## src/include/xcvr_pkg.sv

```systemverilog
package xcvr_pkg;

  localparam int SECTIONS   = 2;
  localparam int LINE_W     = 8;
  localparam int FIFO_DEPTH = 8;
  localparam int SYNC_RESET = 1;

  // register byte offsets
  localparam logic [7:0] CTRL_OFS   = 8'h00;
  localparam logic [7:0] STATUS_OFS = 8'h04;
  localparam logic [7:0] STORE0_OFS = 8'h08;
  localparam logic [7:0] STORE1_OFS = 8'h0c;
  localparam logic [7:0] LOG_OFS    = 8'h10;

  // control register
  localparam int          CTRL_LOG_EN_BIT = 0;
  localparam logic [31:0] CTRL_RESET      = 32'h0000_0001;

  // status register fields
  localparam int STAT_CTRL_POS   = 0;
  localparam int STAT_SUPPLY_POS = 12;
  localparam int STAT_DRIVE_POS  = 14;
  localparam int STAT_COUNT_POS  = 18;
  localparam int STAT_OVF_BIT    = 22;

  // store and log register fields
  localparam int STORE_BA_POS  = 8;
  localparam int LOG_VALID_BIT = 31;

  typedef struct packed {
    logic outputEnableN;
    logic flowSel;
    logic aCaptureStrobe;
    logic bCaptureStrobe;
    logic aToBSourceSel;
    logic bToASourceSel;
  } sectionCtrl_t;

  typedef struct packed {
    logic [LINE_W-1:0] out;
    logic [LINE_W-1:0] oe;
  } pinDrive_t;

  typedef struct packed {
    logic              section;
    logic              fromB;
    logic [LINE_W-1:0] data;
  } logEntry_t;

  localparam int LOG_W   = $bits(logEntry_t);
  localparam int CTRL_W  = $bits(sectionCtrl_t);
  localparam int RAW_SEC = CTRL_W + 2 * LINE_W;
  localparam int RAW_W   = SECTIONS * RAW_SEC + 2;

endpackage : xcvr_pkg

```

## src/core/registered_bus_transceiver.sv

```systemverilog
`timescale 1ns/1ps
`default_nettype none

module capture_fifo #(
  parameter int WIDTH = 10,
  parameter int DEPTH = 8
) (
  input  wire logic             clk,
  input  wire logic             rstn,
  input  wire logic             inValid,
  output logic                  inReady,
  input  wire logic [WIDTH-1:0] inData,
  output logic                  outValid,
  input  wire logic             outReady,
  output logic      [WIDTH-1:0] outData,
  output logic [$clog2(DEPTH):0] count
);
  localparam int AW = $clog2(DEPTH);

  logic [WIDTH-1:0] mem_r [DEPTH];
  logic [AW-1:0]    wrPtr_r;
  logic [AW-1:0]    rdPtr_r;
  logic [AW:0]      count_r;
  logic             push;
  logic             pop;

  assign inReady  = (count_r != (AW+1)'(DEPTH));
  assign outValid = (count_r != '0);
  assign push     = inValid & inReady;
  assign pop      = outValid & outReady;
  assign outData  = mem_r[rdPtr_r];
  assign count    = count_r;

  always_ff @(posedge clk) begin
    if (push) begin
      mem_r[wrPtr_r] <= inData;
    end
  end

  always_ff @(posedge clk or negedge rstn) begin
    if (!rstn) begin
      wrPtr_r <= '0;
      rdPtr_r <= '0;
      count_r <= '0;
    end else begin
      if (push) wrPtr_r <= (wrPtr_r == AW'(DEPTH-1)) ? '0 : wrPtr_r + 1'b1;
      if (pop) rdPtr_r <= (rdPtr_r == AW'(DEPTH-1)) ? '0 : rdPtr_r + 1'b1;
      count_r <= count_r + (AW+1)'(push) - (AW+1)'(pop);
    end
  end

endmodule : capture_fifo

module registered_bus_transceiver (
  input  wire logic                         clk,
  input  wire logic                         rstn,
  input  wire logic                         psel,
  input  wire logic                         penable,
  input  wire logic                         pwrite,
  input  wire logic [7:0]                   paddr,
  input  wire logic [31:0]                  pwdata,
  output logic      [31:0]                  prdata,
  output logic                              pready,
  output logic                              pslverr,
  input  wire xcvr_pkg::sectionCtrl_t       sectionCtrl  [xcvr_pkg::SECTIONS],
  input  wire logic                         aSupplyOk,
  input  wire logic                         bSupplyOk,
  input  wire logic [xcvr_pkg::LINE_W-1:0]  aSideLineIn  [xcvr_pkg::SECTIONS],
  input  wire logic [xcvr_pkg::LINE_W-1:0]  bSideLineIn  [xcvr_pkg::SECTIONS],
  output xcvr_pkg::pinDrive_t               aSideLineDrv [xcvr_pkg::SECTIONS],
  output xcvr_pkg::pinDrive_t               bSideLineDrv [xcvr_pkg::SECTIONS],
  output logic                              logReady
);
  localparam int NS  = xcvr_pkg::SECTIONS;
  localparam int LW  = xcvr_pkg::LINE_W;
  localparam int RS  = xcvr_pkg::RAW_SEC;
  localparam int RW  = xcvr_pkg::RAW_W;
  localparam int NEV = 2 * NS;
  localparam int CW  = $clog2(xcvr_pkg::FIFO_DEPTH) + 1;

  // pin synchroniser, three stages
  logic [RW-1:0] rawIn;
  logic [RW-1:0] sync1_r;
  logic [RW-1:0] sync2_r;
  logic [RW-1:0] sync3_r;
  logic [RW-1:0] filt_r;

  logic [LW-1:0] abStore_r [NS];
  logic [LW-1:0] baStore_r [NS];
  logic [NEV-1:0] capEvt;
  logic [NEV-1:0] pend_r;
  logic [NEV-1:0] grant;
  logic [NEV-1:0] driveState;
  logic [NS*xcvr_pkg::CTRL_W-1:0] ctrlState;
  logic           supplyBoth;
  logic           logEn_r;
  logic           ovf_r;
  logic           ready_r;
  logic           slverr_r;
  logic [31:0]    rdata_r;
  logic           logReady_r;

  logic                 fifoInReady;
  logic                 fifoOutValid;
  xcvr_pkg::logEntry_t  pushEntry;
  xcvr_pkg::logEntry_t  headEntry;
  logic [CW-1:0]        fifoCount;

  genvar s;
  generate
    for (s = 0; s < NS; s++) begin : g_raw
      assign rawIn[s*RS +: RS] = {sectionCtrl[s], aSideLineIn[s], bSideLineIn[s]};
    end
  endgenerate
  assign rawIn[RW-1 -: 2] = {aSupplyOk, bSupplyOk};

  always_ff @(posedge clk or negedge rstn) begin
    if (!rstn) begin
      sync1_r <= '1;
      sync2_r <= '1;
      sync3_r <= '1;
      filt_r  <= '1;
    end else begin
      sync1_r <= rawIn;
      sync2_r <= sync1_r;
      sync3_r <= sync2_r;
      filt_r  <= (sync2_r & sync3_r) | (filt_r & (sync2_r ^ sync3_r));
    end
  end

  assign supplyBoth = filt_r[RW-1] & filt_r[RW-2];

  generate
    for (s = 0; s < NS; s++) begin : g_sec
      xcvr_pkg::sectionCtrl_t c;
      logic [LW-1:0] aLine;
      logic [LW-1:0] bLine;
      logic          aPrev_r;
      logic          bPrev_r;
      logic          oeEff;
      logic          driveA;
      logic          driveB;
      logic [LW-1:0] aOutNxt;
      logic [LW-1:0] bOutNxt;
      logic [LW-1:0] aOut_r;
      logic [LW-1:0] bOut_r;
      logic [LW-1:0] aOe_r;
      logic [LW-1:0] bOe_r;

      assign c     = filt_r[s*RS + 2*LW +: xcvr_pkg::CTRL_W];
      assign aLine = filt_r[s*RS + LW +: LW];
      assign bLine = filt_r[s*RS +: LW];

      // strobe edges, independent of enable and direction
      assign capEvt[2*s]   = c.aCaptureStrobe & ~aPrev_r;
      assign capEvt[2*s+1] = c.bCaptureStrobe & ~bPrev_r;

      // no reset on the stores
      always_ff @(posedge clk) begin
        if (capEvt[2*s]) abStore_r[s] <= aLine;
        if (capEvt[2*s+1]) baStore_r[s] <= bLine;
      end

      assign oeEff   = ~c.outputEnableN & supplyBoth;
      assign driveA  = oeEff & ~c.flowSel;
      assign driveB  = oeEff & c.flowSel;
      assign aOutNxt = c.bToASourceSel ? baStore_r[s] : bLine;
      assign bOutNxt = c.aToBSourceSel ? abStore_r[s] : aLine;

      always_ff @(posedge clk or negedge rstn) begin
        if (!rstn) begin
          aPrev_r <= 1'b1;
          bPrev_r <= 1'b1;
          aOut_r  <= '0;
          bOut_r  <= '0;
          aOe_r   <= '0;
          bOe_r   <= '0;
        end else begin
          aPrev_r <= c.aCaptureStrobe;
          bPrev_r <= c.bCaptureStrobe;
          aOut_r  <= aOutNxt;
          bOut_r  <= bOutNxt;
          aOe_r   <= {LW{driveA}};
          bOe_r   <= {LW{driveB}};
        end
      end

      assign aSideLineDrv[s] = '{out: aOut_r, oe: aOe_r};
      assign bSideLineDrv[s] = '{out: bOut_r, oe: bOe_r};
      assign driveState[2*s +: 2] = {aOe_r[0], bOe_r[0]};
      assign ctrlState[s*xcvr_pkg::CTRL_W +: xcvr_pkg::CTRL_W] = c;
    end
  endgenerate

  // capture log: lowest pending event goes first
  always_comb begin
    grant = '0;
    for (int i = NEV - 1; i >= 0; i--) begin
      if (pend_r[i] && fifoInReady) begin
        grant = '0;
        grant[i] = 1'b1;
      end
    end
  end

  logic [$clog2(NEV)-1:0] grantIdx;
  always_comb begin
    grantIdx = '0;
    for (int i = 0; i < NEV; i++) begin
      if (grant[i]) grantIdx = ($clog2(NEV))'(i);
    end
  end

  assign pushEntry = '{section: grantIdx[1],
                       fromB:   grantIdx[0],
                       data:    grantIdx[0] ? baStore_r[grantIdx[1]] : abStore_r[grantIdx[1]]};

  // apb decode
  logic setup;
  logic access;
  logic wrAccess;
  logic hit;
  logic logPop;
  logic ovfSet;
  logic ovfClr;
  logic [31:0] readWord;
  logic        selCtrl;
  logic        selStatus;
  logic        selStore0;
  logic        selStore1;
  logic        selLog;
  logic [31:0] ctrlWord;
  logic [31:0] statusWord;
  logic [31:0] store0Word;
  logic [31:0] store1Word;
  logic [31:0] logWord;

  assign setup    = psel & ~penable;
  assign access   = psel & penable & ready_r;
  assign wrAccess = access & pwrite;
  assign hit      = selCtrl | selStatus | selStore0 | selStore1 | selLog;
  assign logPop   = access & ~pwrite & selLog;
  assign ovfSet   = |(capEvt & pend_r & ~grant);
  assign ovfClr   = wrAccess & (paddr == xcvr_pkg::STATUS_OFS) & pwdata[xcvr_pkg::STAT_OVF_BIT];

  // read word selection
  assign selCtrl    = (paddr == xcvr_pkg::CTRL_OFS);
  assign selStatus  = (paddr == xcvr_pkg::STATUS_OFS);
  assign selStore0  = (paddr == xcvr_pkg::STORE0_OFS);
  assign selStore1  = (paddr == xcvr_pkg::STORE1_OFS);
  assign selLog     = (paddr == xcvr_pkg::LOG_OFS);

  assign ctrlWord   = 32'(logEn_r) << xcvr_pkg::CTRL_LOG_EN_BIT;
  assign statusWord = (32'(ctrlState) << xcvr_pkg::STAT_CTRL_POS) |
                      (32'(filt_r[RW-1 -: 2]) << xcvr_pkg::STAT_SUPPLY_POS) |
                      (32'(driveState) << xcvr_pkg::STAT_DRIVE_POS) |
                      (32'(fifoCount) << xcvr_pkg::STAT_COUNT_POS) |
                      (32'(ovf_r) << xcvr_pkg::STAT_OVF_BIT);
  assign store0Word = 32'(abStore_r[0]) | (32'(baStore_r[0]) << xcvr_pkg::STORE_BA_POS);
  assign store1Word = 32'(abStore_r[1]) | (32'(baStore_r[1]) << xcvr_pkg::STORE_BA_POS);
  assign logWord    = (32'(fifoOutValid) << xcvr_pkg::LOG_VALID_BIT) |
                      (fifoOutValid ? 32'(headEntry) : 32'h0000_0000);
  assign readWord   = ({32{selCtrl}} & ctrlWord) |
                      ({32{selStatus}} & statusWord) |
                      ({32{selStore0}} & store0Word) |
                      ({32{selStore1}} & store1Word) |
                      ({32{selLog}} & logWord);

  // bus response, one cycle after setup
  always_ff @(posedge clk or negedge rstn) begin
    if (!rstn) begin
      ready_r  <= 1'b0;
      slverr_r <= 1'b0;
      rdata_r  <= '0;
    end else begin
      ready_r  <= setup;
      slverr_r <= setup & ~hit;
      rdata_r  <= setup ? readWord : '0;
    end
  end

  // control and sticky overflow, set wins
  always_ff @(posedge clk or negedge rstn) begin
    if (!rstn) begin
      logEn_r <= xcvr_pkg::CTRL_RESET[xcvr_pkg::CTRL_LOG_EN_BIT];
      ovf_r   <= 1'b0;
    end else begin
      if (wrAccess && selCtrl) logEn_r <= pwdata[xcvr_pkg::CTRL_LOG_EN_BIT];
      if (ovfSet) ovf_r <= 1'b1;
      else if (ovfClr) ovf_r <= 1'b0;
    end
  end

  // pending capture events and log space
  always_ff @(posedge clk or negedge rstn) begin
    if (!rstn) begin
      pend_r     <= '0;
      logReady_r <= 1'b0;
    end else begin
      pend_r     <= (pend_r & ~grant) | (capEvt & {NEV{logEn_r}});
      logReady_r <= fifoInReady;
    end
  end

  assign prdata   = rdata_r;
  assign pready   = ready_r;
  assign pslverr  = slverr_r;
  assign logReady = logReady_r;

  capture_fifo #(
    .WIDTH (xcvr_pkg::LOG_W),
    .DEPTH (xcvr_pkg::FIFO_DEPTH)
  ) u_fifo (
    .clk      (clk),
    .rstn     (rstn),
    .inValid  (|grant),
    .inReady  (fifoInReady),
    .inData   (pushEntry),
    .outValid (fifoOutValid),
    .outReady (logPop),
    .outData  (headEntry),
    .count    (fifoCount)
  );

endmodule : registered_bus_transceiver

`default_nettype wire

```

## config.mk

```make
export PLATFORM = sky130hd
export DESIGN_NAME = registered_bus_transceiver
export DESIGN_NICKNAME = d
export VERILOG_FILES = /design/src/include/xcvr_pkg.sv /design/src/core/registered_bus_transceiver.sv
export SDC_FILE = /design/constraint.sdc
export NUM_CORES = 1
export LEC_CHECK = 0
export BUFFER_PORTS_ARGS = -buffer_cell sky130_fd_sc_hd__clkbuf_2
export CORE_MARGIN = 3
export CORE_UTILIZATION = 57
export DETAILED_ROUTE_END_ITERATION = 6
export PLACE_DENSITY_LB_ADDON = 0.3
export SLEW_MARGIN = 10
export SYNTH_ARGS = -nofsm -noshare
export SYNTH_HDL_FRONTEND = slang
export SYNTH_SLANG_ARGS = --single-unit
```

## constraint.sdc

```tcl
create_clock -name clk -period 2.7 [get_ports clk]
set_input_delay 0.405 -clock clk [delete_from_list [all_inputs] [get_ports clk]]
set_output_delay 0.405 -clock clk [all_outputs]
set_load 0.01 [all_outputs]
```

## Word level (Yosys, flattened, before mapping)

Memories as Yosys holds them, arrays and structs flattened.
Index checks and enable logic that the tools add are counted.

| word-level totals | value |
|---|---|
| bits of input ports | 91 |
| memory bits (writable) | 112 |
| word-level logic and storage cells | 141 |
| output and inout port bits | 99 |
| memories kept | 3 |
| bits in registers | 275 |

Memory list:

| memory | words | bits a word | read ports | clocked after Yosys merged registers in | wr ports | RTL line | source |
|---|---|---|---|---|---|---|---|
| u_fifo.mem_r | 8 | 10 | 1 | 0 | 1 | registered_bus_transceiver.sv:20 | `logic [WIDTH-1:0] mem_r [DEPTH];` |
| abStore_r | 2 | 8 | 3 | 0 | 2 | registered_bus_transceiver.sv:88 | `logic [LW-1:0] abStore_r [NS];` |
| baStore_r | 2 | 8 | 3 | 0 | 2 | registered_bus_transceiver.sv:89 | `logic [LW-1:0] baStore_r [NS];` |

| cells by class | value |
|---|---|
| mux-type cells | 28 |
| reduce and logical (&&, ||, !) cells | 10 |
| bitwise gates (word level) | 63 |
| equal/unequal tests | 7 |
| $add $sub $neg | 4 |

Operators by type and width:

| operator | count |
|---|---|
| $or A32 B32 Y32 | 4 |
| $and A46 B46 Y46 | 2 |
| $and A32 B16 Y32 | 2 |
| $or A46 B46 Y46 | 1 |
| $xor A46 B46 Y46 | 1 |
| $mux W8 | 5 |
| $and A32 B1 Y32 | 1 |
| $and A32 B23 Y32 | 1 |
| $and A32 B32 Y32 | 1 |
| $mux W32 | 1 |
| $or A32 B10 Y32 | 1 |
| $or A8 B16 Y16 | 2 |
| $or A22 B23 Y23 | 1 |
| $and A1 B1 Y1 | 22 |
| $or A18 B22 Y22 | 1 |
| $or A14 B18 Y18 | 1 |
| $and A4 B4 Y4 | 4 |
| $eq A8 B4 Y1 const B | 2 |
| $mux W4 | 4 |
| $or A12 B14 Y14 | 1 |
| $mux W1 | 13 |
| $not A1 Y1 | 11 |
| $mux W10 | 1 |
| $eq A8 B3 Y1 const B | 1 |
| 16 further kinds | 28 |

## Depth between registers and ports, before layout

Gate-level depths: netlist of run 1.
An unclocked memory read counts as a cell.

| depth | value |
|---|---|
| depth after elaboration | 11 |
| mapped depth | 11 |

## Cells and area by module

A second synthesis of run 1 with hierarchy kept.

| unflattened totals | value |
|---|---|
| cell total of the unflattened synthesis | 772 |
| area total of the unflattened synthesis | 13892.1 um^2 |

By module, submodules not included:

| module | cells each | instances | seq. area each (um^2) | area each (um^2) |
|---|---|---|---|---|
| registered_bus_transceiver | 601 | 1 | 7628.6 | 10206.0 |
| capture_fifo | 171 | 1 | 2652.5 | 3686.0 |

## Worst setup path after synthesis of run 1

Ideal clock, no wire load.

| timing | value |
|---|---|
| path kind | input port to flip-flop |
| start | in paddr[0] |
| end | reg u_fifo.count_r[2], in the netlist u_fifo.count[2] |
| path buffers | 0 |
| cell stages on the path | 9 |
| arrival | 2.570 ns |
| data required time | 2.577 ns |
| path slack | 0.008 ns |
| setup time | 0.123 ns |
| cells stage by stage | or4_4 or3_4 nor3_2 ha_1 inv_1 ha_1 inv_1 fa_1 xnor2_1 |

| on the way | value |
|---|---|
| longest elaborated chain between the ends | 4 |

RTL lines:

| what | RTL line | source |
|---|---|---|
| start: declaration | registered_bus_transceiver.sv:60 | `input wire logic [7:0] paddr,` |
| $eq A8 B5 Y1 | registered_bus_transceiver.sv:251 | `assign selLog = (paddr == xcvr_pkg::LOG_OFS);` |
| $and A1 B1 Y1 | registered_bus_transceiver.sv:242 | `assign logPop = access & ~pwrite & selLog;` |
| $and A1 B1 Y1 | registered_bus_transceiver.sv:30 | `assign pop = outValid & outReady;` |
| via u_fifo.pop | registered_bus_transceiver.sv:25 | `logic pop;` |
| $sub A4 B1 Y4 | registered_bus_transceiver.sv:48 | `count_r <= count_r + (AW+1)'(push) - (AW+1)'(pop);` |
| end signal: assignment | registered_bus_transceiver.sv:48 |  |
| end: declaration | registered_bus_transceiver.sv:23 | `logic [AW:0] count_r;` |

The timed path passes the listed nets, and every way through them passes these cells.
A chain may end at the register's enable or synchronous reset.

## Worst setup path in the final report of run 1

| timing | value |
|---|---|
| start | reg u_fifo.count_r[2], in the netlist u_fifo.count[2] |
| end | reg u_fifo.count_r[2], in the netlist u_fifo.count[2] |

RTL lines:

| what | RTL line | source |
|---|---|---|
| $reduce_bool A4 Y1 | registered_bus_transceiver.sv:28 | `assign outValid = (count_r != '0);` |
| $and A1 B1 Y1 | registered_bus_transceiver.sv:30 |  |
| via u_fifo.pop | registered_bus_transceiver.sv:25 |  |
| $sub A4 B1 Y4 | registered_bus_transceiver.sv:48 |  |

The timed path passes the listed nets, and every way through them passes these cells.

==> impl_metrics.py, run 1 <==
metrics = {
    "outcome": {
        "status": "finished, final reports clean",
    },
    "worst_setup_path": {
        "crit_buf_inv": 4,
        "arrival_ns": 2.86,
        "worstPathCellList": "inv_1 > ha_1 > inv_1 > o311ai_0 > nor3_2 > ha_1 > inv_1 > ha_1 > inv_1 > fa_1 > xnor2_1",
        "critical_path_class": "register to register",
        "path_max_fanout": 3,
        "critPathSlowestCell": "o311ai_0",
        "start_kind": "register",
        "endpoint_kind": "register",
        "crit_path_frequent_cell": "inv_1",
        "required_ns": 3.09,
        "slowest_delay_ns": 0.45,
        "path_delay_family": "adder cells",
    },
    "sta": {
        "clock_skew_ns": 0.0131,
        "setup_ws_ns": 0.230,
        "layout_min_cycle_time_ns": 2.47,
        "rsz0062_at_grt": "false",
        "slew_viol_final": 0,
        "post-route-period-util_pct": 91.5,
        "holdWs_ns": 0.150,
        "tightest_slew_ns": 0.768,
        "setup_viol": 0,
        "hold_viol_final": 0,
        "relSlewSlack_pct": 48.8,
        "fmax_mhz": 405,
    },
    "final_layout": {
        "antenna_cells": 0,
        "fill_cells": 1513,
        "syn_to_final_growth_pct": 21.2,
        "layout_commonest_cell": "dfstp_2",
        "drive_gt1_share_pct": 49.6,
        "mostFrequentLayoutCells": "dfstp_2 (189), clkbuf_2 (150), edfxtp_1 (112), dfrtp_1 (78), ha_1 (56)",
        "fin_nets": 1162,
        "fin_util_pct": 70.9,
    },
    "worst_hold_path": {
        "hp-class": "input pin to register",
    },
    "grt": {
        "grt_max_degree": 81,
        "overflow": 0,
        "grt_pass1_wl_mm": 43.3,
        "grt.total_usage_pct": 21.5,
        "grt_pass1_vias": 7833,
        "grt_antenna_before_repair": 0,
    },
    "run": {
        "cap_viol_max_count": 0,
    },
    "floorplanning": {
        "rows": 56,
        "die_w_microns": 162,
        "die_y_microns": 162,
        "core_area_sq_um": 23700,
        "io_pins": 190,
        "die_area_sq_um": 26200,
        "start_util_pct": 58.5,
    },
    "detailed_routing": {
        "wirelength_mm": 27.1,
        "first_iter_violations": 597,
        "drc": 0,
        "viasPerCell": 5.43,
        "firstDrtPassIters": 5,
        "vias": 7404,
        "post_drt_wl_per_cell_microns": 19.9,
        "ant_nets": 0,
    },
    "placed_design": {
        "post-dp-hpwl_mm": 17.6,
        "gp_congestion": 0.902,
        "dpl_worst_slack_ns": -0.135,
        "io_buffers": 151,
    },
    "synthesis": {
        "ys_seq_area_share_pct": 74.2,
        "ys_warn_count": 0,
        "synth_enable_flop_cells": 112,
        "syn_avg_cell_area_sq_um": 17.5,
        "synth_flop_cell": "dfstp_2",
        "ys_types": 46,
        "ys_ff_latch": 379,
        "syn_area_sq_um": 13800,
        "async_flop_share_pct": 70.4,
        "synth_cells": 790,
    },
    "cts": {
        "tritoncts": "built",
        "clock_latency_ns": 0.52,
        "clock-root-buffer": "clkbuf_16",
        "cts_max_level": 2,
        "cts-resized-gates": 0,
        "clock_sinks": 379,
        "clkSlewWorstSetupHoldPaths_ns": 0.06,
        "cts_made_buffers": 38,
        "clockBufferDepth": 3,
    },
    "power": {
        "ir_drop_v": 0.000594,
        "leakagePower_nw": 7.30,
        "pwr_density_cell_nw_per_um2": 780,
    },
}
==> through the flow <==
step	setup TNS (ns)	instance area (sq um)	std cells	power (mW)
global placement	-0.124	15000	1246	7.57
detailed placement	-0.245	15000	1246	7.60
floorplan	0	13900	797	7.17
finish	0	16800	1363	13.1
CTS	0	16800	1363	13.2
global route	0	16800	1363	13.6
==> repair_timing <==
| item | CTS | global route |
|---|---|---|
| setup buffers | 0 | 0 |
| endpoints found under the hold margin | 68 | 0 |
| hold buffers | 47 | 0 |
==> cell usage after synthesis (all sizes together), types with 7 or more instances <==
cell type  count  area (sq um)
a22oi         15           113
nor2          14          52.6
ha            56           701
a21o          49           368
nor3           9          50.1
inv           18          67.6
nand2         19          71.3
edfxtp       112          3360
and2           7          43.8
buf           42           307
clkbuf        18          67.6
mux2i         10           100
o21ai         11          55.1
dfrtp         78          1950
nand2b         7          43.8
o22ai         18           113
mux4          21           473
dfstp        189          4970
mux2          51           574
o22a           8          70.1
==> metal layers <==
metal  routed length [microns]  vias up  track usage [%]
met5                         0        -                0
met4                       738        0             7.29
met3                      2050       57             5.08
met2                     13100      306             35.0
met1                     11300     3762             29.0
li1                          -     3279                -
==> cell families after synthesis <==
kind of cell,Yosys count,synth area share (%)
flops,379,74.2
compound gates,113,5.83
mux,82,8.28
buf+inv,79,3.22
simple gates,77,3.08
fa+ha+maj,57,5.20
xor+xnor,2,0.127
other cells,1,0.0271
==> power by group <==
group,switching [mW],internal [mW]
logic,0.466,0.422
clock network,2.11,3.41
registers,0.245,6.44
==> worst reg2reg max path, delay by kind of cell (launching register included) <==
| family | cells | cell delay, ns |
|---|---|---|
| fa+ha+maj | 4 | 1.01 |
| xor+xnor | 1 | 0.14 |
| compound gates | 1 | 0.45 |
| buf+inv | 4 | 0.26 |
| simple gates | 1 | 0.12 |
| flops | 1 | 0.37 |
==> cell type report <==
type	count	area (sq um)	share of cell area, %
flip-flops and latches	379	10300	61.3
multi-input cells	339	3150	18.8
repair buffers	237	1530	9.11
clock buffers	56	1130	6.74
well taps	319	399	2.38
clock inverters	14	220	1.31
inverters	19	71.3	0.425
==> sequential cells by signal, indices dropped and copies added, names as in the netlist, 2 cells and up <==
register / flops
u_fifo.mem_r: 80
filt_r: 46
sync1_r: 46
sync2_r: 46
sync3_r: 46
prdata: 24
abStore_r: 16
baStore_r: 16
g_sec.aOut_r: 16
g_sec.bOut_r: 16
pend_r: 4
u_fifo.count: 4
u_fifo.rdPtr_r: 3
u_fifo.wrPtr_r: 3
g_sec.aOe_r: 2
g_sec.aPrev_r: 2
g_sec.bOe_r: 2
g_sec.bPrev_r: 2
==> final timing paths <==
check	from	end	slack [ns]	depth (start not counted)
max	u_fifo.count[2]	u_fifo.count[2]	0.23	11
min	pwdata[0]	logEn_r	0.15	2
max reg2reg	u_fifo.count[2]	u_fifo.count[2]	0.23	11
min reg2reg	sync1_r[16]	sync2_r[16]	0.35	0
max in group asynchronous	rstn	sync3_r[40]	1.36	3
min in group asynchronous	rstn	u_fifo.count[0]	0.45	2
Note: power is estimated with default switching activity, not from simulation.
==> inputs of run 2 (changes only) <==
CORE_UTILIZATION = 51   (was 57)
clock period = 2.1 ns   (was 2.7 ns; I/O delays follow)
==> run 2 against run 1 <==
The run now ends with negative setup slack left. Cell count up 3.1%. Sequential cell count is the same. Sequential share of layout area is 1.6 points lower. Via count grew 0.54%. Design area increased by 2.7%. First-iteration DRC count decreased by 16%. Fmax up 13%. Clock power increased by 25%. Worst setup slack worse by 0.31 ns. Die area grew 11%. Highest routed layer unchanged. Sequential power grew 28%.
==> impl_metrics.py, run 2 (synthesized netlist as in run 1, its figures left out) <==
metrics = {
    "outcome": {
        "status": "finished, violations left",
        "violations": "negative setup slack",
    },
    "sta": {
        "post-route-period-util_pct": 104,
        "setup_ws_ns": -0.0812,
        "rsz0062_at_grt": "true",
        "fmax_mhz": 458,
        "layout_min_cycle_time_ns": 2.18,
        "clock_skew_ns": 0.0103,
        "hold_viol_final": 0,
        "tightest_slew_ns": 0.599,
        "slew_viol_final": 0,
        "setup_viol": 2,
        "holdWs_ns": 0.0617,
        "relSlewSlack_pct": 60.1,
    },
    "detailed_routing": {
        "post_drt_wl_per_cell_microns": 19.5,
        "wirelength_mm": 27.4,
        "firstDrtPassIters": 5,
        "vias": 7444,
        "first_iter_violations": 500,
        "ant_nets": 0,
        "drc": 0,
        "viasPerCell": 5.30,
    },
    "worst_hold_path": {
        "hp-class": "input pin to register",
        "holdPathStages": 2,
        "hp-start": "pwdata[0]",
        "hold_path_end": "logEn_r",
    },
    "grt": {
        "grt_pass1_wl_mm": 42.1,
        "grt_pass1_vias": 7546,
        "grt_antenna_before_repair": 1,
        "grt.total_usage_pct": 18.9,
        "overflow": 0,
        "grt_max_degree": 68,
    },
    "floorplanning": {
        "die_y_microns": 171,
        "die_w_microns": 171,
        "start_util_pct": 52.6,
        "rows": 59,
        "io_pins": 190,
        "core_area_sq_um": 26400,
        "die_area_sq_um": 29200,
    },
    "cts": {
        "clockBufferDepth": 3,
        "cts_made_buffers": 39,
        "clkSlewWorstSetupHoldPaths_ns": 0.06,
        "clock_sinks": 379,
        "cts_max_level": 2,
        "tritoncts": "built",
        "clock_latency_ns": 0.52,
        "clock-root-buffer": "clkbuf_16",
    },
    "power": {
        "power_mw": 16.8,
        "leakagePower_nw": 7.45,
        "ir_drop_v": 0.000748,
        "pwr_density_cell_nw_per_um2": 975,
    },
    "worst_setup_path": {
        "reg2regPathDepth": 12,
        "slowest_delay_ns": 0.50,
        "endpoint_kind": "register",
        "arrival_ns": 2.59,
        "required_ns": 2.50,
        "path_max_fanout": 2,
        "rr_endpoint": "u_fifo.count[1]",
        "reg2reg_slack_ns": -0.08,
        "start_kind": "register",
        "critical_path_class": "register to register",
        "worstPathCellList": "inv_2 > ha_4 > inv_2 > o311ai_2 > buf_4 > nor3_4 > ha_4 > inv_4 > ha_4 > inv_2 > fa_2 > inv_1",
        "r2r_start": "u_fifo.count[3]",
        "critPathSlowestCell": "fa_2",
    },
    "placed_design": {
        "post-dp-hpwl_mm": 18.3,
        "io_buffers": 151,
        "gp_congestion": 0.873,
    },
    "final_layout": {
        "antenna_cells": 0,
        "layout_commonest_cell": "dfstp_2",
        "fin_nets": 1188,
        "mostFrequentLayoutCells": "dfstp_2 (189), clkbuf_2 (150), edfxtp_1 (112), dfrtp_1 (78), ha_1 (52)",
        "fin_util_pct": 65.4,
        "syn_to_final_growth_pct": 24.4,
        "drive_gt1_share_pct": 53.2,
        "largest-register": "u_fifo.mem_r",
        "largest_reg_flops": 80,
        "fill_cells": 1755,
    },
    "run": {
        "cap_viol_max_count": 0,
    },
}
## run 2: cell types whose count changed in the layout (fill, tap and decap cells not counted), sizes merged
cell      previous run  this run
buf                 40        65
clkinv               7        11
bufinv               5         2
clkbuf             206       203
inv                 20        22
clkinvlp             1         2
## run 2: stage by stage
step | worst slack (ns) | instance area [sq um] | TNS [ns] | std cells
floorplan | -0.453 | 13900 | -3.28 | 797
global route | -0.136 | 17200 | -0.281 | 1405
CTS | -0.138 | 17100 | -0.267 | 1402
finish | -0.0812 | 17200 | -0.0819 | 1405
detailed placement | -0.538 | 15300 | -7.25 | 1284
global placement | -0.508 | 15300 | -4.97 | 1284
## run 2: worst max path at each step
| stage | startpoint | endpoint | slack [ns] | depth (start not counted) |
|---|---|---|---|---|
| after floorplan | paddr[0] | u_fifo.count[2] | -0.45 | 9 |
| after global placement | paddr[0] | u_fifo.count[1] | -0.51 | 10 |
| after detailed placement | paddr[0] | u_fifo.count[2] | -0.54 | 10 |
| after CTS | u_fifo.count[2] | u_fifo.count[2] | -0.14 | 12 |
| after global routing | u_fifo.count[2] | u_fifo.count[1] | -0.14 | 12 |
| final | u_fifo.count[3] | u_fifo.count[1] | -0.08 | 12 |
## run 2: layer usage
metal  vias up  track usage [%]  wire (microns)
met5         -                0               0
met4         0             4.90             510
met3        42             4.23            2100
met2       306             30.8           13300
met1      3766             26.2           11500
li1       3330                -               -
## run 2: repair_timing
item / 4_1_cts / 5_1_grt
buffers inserted: 1 / 6
resized for setup: 22 / 17
pin swaps: 3 / 9
hold buffers: 47 / 0
endpoints found under the hold margin: 59 / 0
endpoints found under the setup margin: 47 / 77
## run 2: cell type report
type / instances / area, sq um / share of cell area, %
clock buffer: 53 / 1140 / 6.64
multi-input combinational: 339 / 3300 / 19.2
inverter: 19 / 73.8 / 0.428
clock inverter: 18 / 178 / 1.03
timing repair buffer: 262 / 1830 / 10.6
tap: 335 / 419 / 2.43
sequential: 379 / 10300 / 59.7
## run 2: power breakdown
group / total [mW] / switching (mW) / internal [mW]
sequential: 8.58 / 0.308 / 8.28
clock: 6.89 / 2.77 / 4.12
combinational: 1.33 / 0.668 / 0.658
## run 2: worst max-delay path, delay by kind of cell, from the launching register on
| family | cells | cell delay (ns) |
|---|---|---|
| AOI/OAI and AO/OA | 1 | 0.25 |
| adders and majority gates | 4 | 0.99 |
| buffers and inverters | 6 | 0.40 |
| DFF | 1 | 0.39 |
| and+or+nand+nor | 1 | 0.05 |
==> inputs of run 3 (changes only) <==
SYNTH_HIERARCHICAL = 1   (was not set)
==> run 3 against run 2 <==
The flow still finishes with violations (negative setup slack). Synthesized cell count is 2.3% lower. Highest routed layer unchanged. Routed wire length fell by 2.3%. Largest power group unchanged. Area after synthesis grew 0.31%. Critical path type unchanged. Critical endpoint is now u_fifo/count[3]. Sequential cell count unchanged.
==> impl_metrics.py, run 3 <==
metrics = {
    "floorplanning": {
        "core_area_sq_um": 26400,
        "die_y_microns": 171,
        "die_w_microns": 171,
        "start_util_pct": 52.6,
        "io_pins": 190,
        "die_area_sq_um": 29300,
        "rows": 59,
    },
    "sta": {
        "clock_skew_ns": 0.0120,
        "tightest_slew_ns": 0.599,
        "setup_ws_ns": -0.113,
        "holdWs_ns": 0.0657,
        "slew_viol_final": 0,
        "setup_viol": 3,
        "fmax_mhz": 452,
        "rsz0062_at_grt": "true",
        "post-route-period-util_pct": 105,
        "layout_min_cycle_time_ns": 2.21,
        "hold_viol_final": 0,
        "relSlewSlack_pct": 59.9,
    },
    "final_layout": {
        "layout_commonest_cell": "dfstp_2",
        "stdcell_count": 1387,
        "largest_reg_flops": 80,
        "antenna_cells": 0,
        "fin_nets": 1171,
        "largest-register": "u_fifo/mem_r",
        "drive_gt1_share_pct": 52.2,
        "mostFrequentLayoutCells": "dfstp_2 (189), clkbuf_2 (150), edfxtp_1 (112), dfrtp_1 (78), mux2_2 (65)",
        "syn_to_final_growth_pct": 23.9,
    },
    "detailed_routing": {
        "viasPerCell": 5.34,
        "post_drt_wl_per_cell_microns": 19.3,
        "firstDrtPassIters": 6,
        "vias": 7408,
        "ant_nets": 0,
        "drc": 0,
        "wirelength_mm": 26.8,
        "first_iter_violations": 555,
    },
    "synthesis": {
        "synth_top_cell_by_area": "dfstp_2",
        "synth_cells": 772,
        "ys_types": 45,
        "synth.area.top_cells": "dfstp_2 (36%), edfxtp_1 (24%), dfrtp_1 (14%)",
        "ys_top_cells_by_count": "dfstp_2 (189), edfxtp_1 (112), dfrtp_1 (78), mux2_2 (65), ha_1 (56)",
        "synth_flop_cell": "dfstp_2",
        "syn_avg_cell_area_sq_um": 18.0,
        "synth_top_cell_area_share_pct": 35.7,
        "ys_seq_area_share_pct": 74.0,
        "ys_warn_count": 6,
        "syn_area_sq_um": 13900,
        "ys_ff_latch": 379,
        "synth_most_common_cell": "dfstp_2",
        "synth_enable_flop_cells": 112,
        "async_flop_share_pct": 70.4,
    },
    "cts": {
        "clkSlewWorstSetupHoldPaths_ns": 0.06,
        "clock_sinks": 379,
        "cts_made_buffers": 38,
        "cts_max_level": 2,
        "tritoncts": "built",
        "clockBufferDepth": 3,
        "clock-root-buffer": "clkbuf_16",
        "clock_latency_ns": 0.52,
    },
    "worst_setup_path": {
        "arrival_ns": 2.66,
        "endpoint_kind": "register",
        "required_ns": 2.55,
        "path_max_fanout": 3,
        "critical_path_class": "register to register",
        "start_kind": "register",
    },
    "power": {
        "power_mw": 16.2,
        "pwr_density_cell_nw_per_um2": 942,
        "ir_drop_v": 0.000838,
        "leakagePower_nw": 7.46,
    },
    "grt": {
        "grt.total_usage_pct": 18.6,
        "grt_max_degree": 74,
        "grt_pass1_wl_mm": 41.8,
        "overflow": 0,
        "grt_antenna_before_repair": 0,
        "grt_pass1_vias": 7537,
    },
    "outcome": {
        "violations": "negative setup slack",
        "status": "finished, violations left",
    },
    "placed_design": {
        "gp_congestion": 0.857,
        "placed_cells": 1267,
        "io_buffers": 151,
        "post-dp-hpwl_mm": 18.0,
    },
    "worst_hold_path": {
        "hp-class": "input pin to register",
    },
    "run": {
        "cap_viol_max_count": 0,
    },
}
run 3: cell types whose count changed after synthesis, moves of 7 or more:
cell | previous run | this run
o2bb2ai_1 | 0 | 9
mux2_2 | 51 | 65
mux2i_1 | 10 | 0
a21oi_1 | 4 | 13
mux4_2 | 21 | 1
mux4_1 | 0 | 19
o21ai_0 | 11 | 4
inv_1 | 18 | 9
o22a_1 | 8 | 0
nand2_1 | 19 | 8
run 3: layout make-up:
| type | count | area [sq um] |
|---|---|---|
| sequential | 379 | 10300 |
| tap | 335 | 419 |
| inverter | 9 | 33.8 |
| clock inverter | 13 | 86.3 |
| fill | 1806 | 9210 |
| clock buffer | 56 | 1120 |
| multi-input combinational | 336 | 3410 |
| timing repair buffer | 259 | 1860 |
run 3: timing repair:
action | CTS | global route
pin swaps | 1 | 7
endpoints found under the hold margin | 57 | 0
setup endpoints to repair | 77 | 144
hold buffers | 47 | 0
buffers inserted | 2 | 2
resized for setup | 11 | 19
run 3: routing by layer:
| metal | GRT usage [%] | vias to the layer above | wire length (microns) |
|---|---|---|---|
| met2 | 31.3 | 277 | 13300 |
| met5 | 0 | - | 0 |
| li1 | - | 3318 | - |
| met3 | 3.05 | 40 | 1520 |
| met1 | 25.8 | 3773 | 11500 |
| met4 | 4.58 | 0 | 472 |
run 3: power by group:
group	leakage [nW]	switching [mW]	internal, mW
sequential	4.05	0.312	8.28
clock	0.587	2.66	3.73
combinational	2.82	0.618	0.618
run 3: logic make-up after synthesis:
logic type / after synthesis / synth area share, %
compound gates: 113 / 5.81
other cells: 1 / 0.0270
simple gates: 71 / 2.95
fa+ha+maj: 57 / 5.19
mux: 85 / 9.02
flops: 379 / 74.0
xor+xnor: 2 / 0.126
buf+inv: 64 / 2.87
run 3: through the flow:
step | area (sq um) | setup TNS [ns] | setup slack, ns | utilization, %
finish | 17200 | -0.304 | -0.113 | 65.1
global placement | 15400 | -8.74 | -0.439 | 58.1
global route | 17200 | -2.92 | -0.180 | 65.1
detailed placement | 15400 | -13.64 | -0.489 | 58.1
CTS | 17100 | -0.245 | -0.119 | 64.6
floorplan | 14000 | -6.10 | -0.347 | -
run 3: path summary, 6_finish.rpt:
kind,from,end,slack (ns),depth (start not counted)
worst max-delay path,u_fifo/count[2],u_fifo/count[3],-0.11,11
worst min-delay path,pwdata[0],logEn_r,0.07,2
worst max register to register,u_fifo/count[2],u_fifo/count[3],-0.11,11
worst min register to register,sync1_r[13],sync2_r[13],0.35,0
max in group asynchronous,rstn,sync1_r[10],1.08,3
min in group asynchronous,rstn,g_sec[1].aOut_r[0],0.31,2
run 3: critical path: stages, from the launching register on:
cell,delay (ns)
dfrtp_1,0.38
inv_2,0.07
ha_1,0.14
or3b_4,0.41
o41a_1,0.15
nand2_2,0.12
ha_4,0.13
inv_2,0.04
ha_4,0.22
a21o_1,0.19
a21oi_2,0.13
xor2_1,0.14
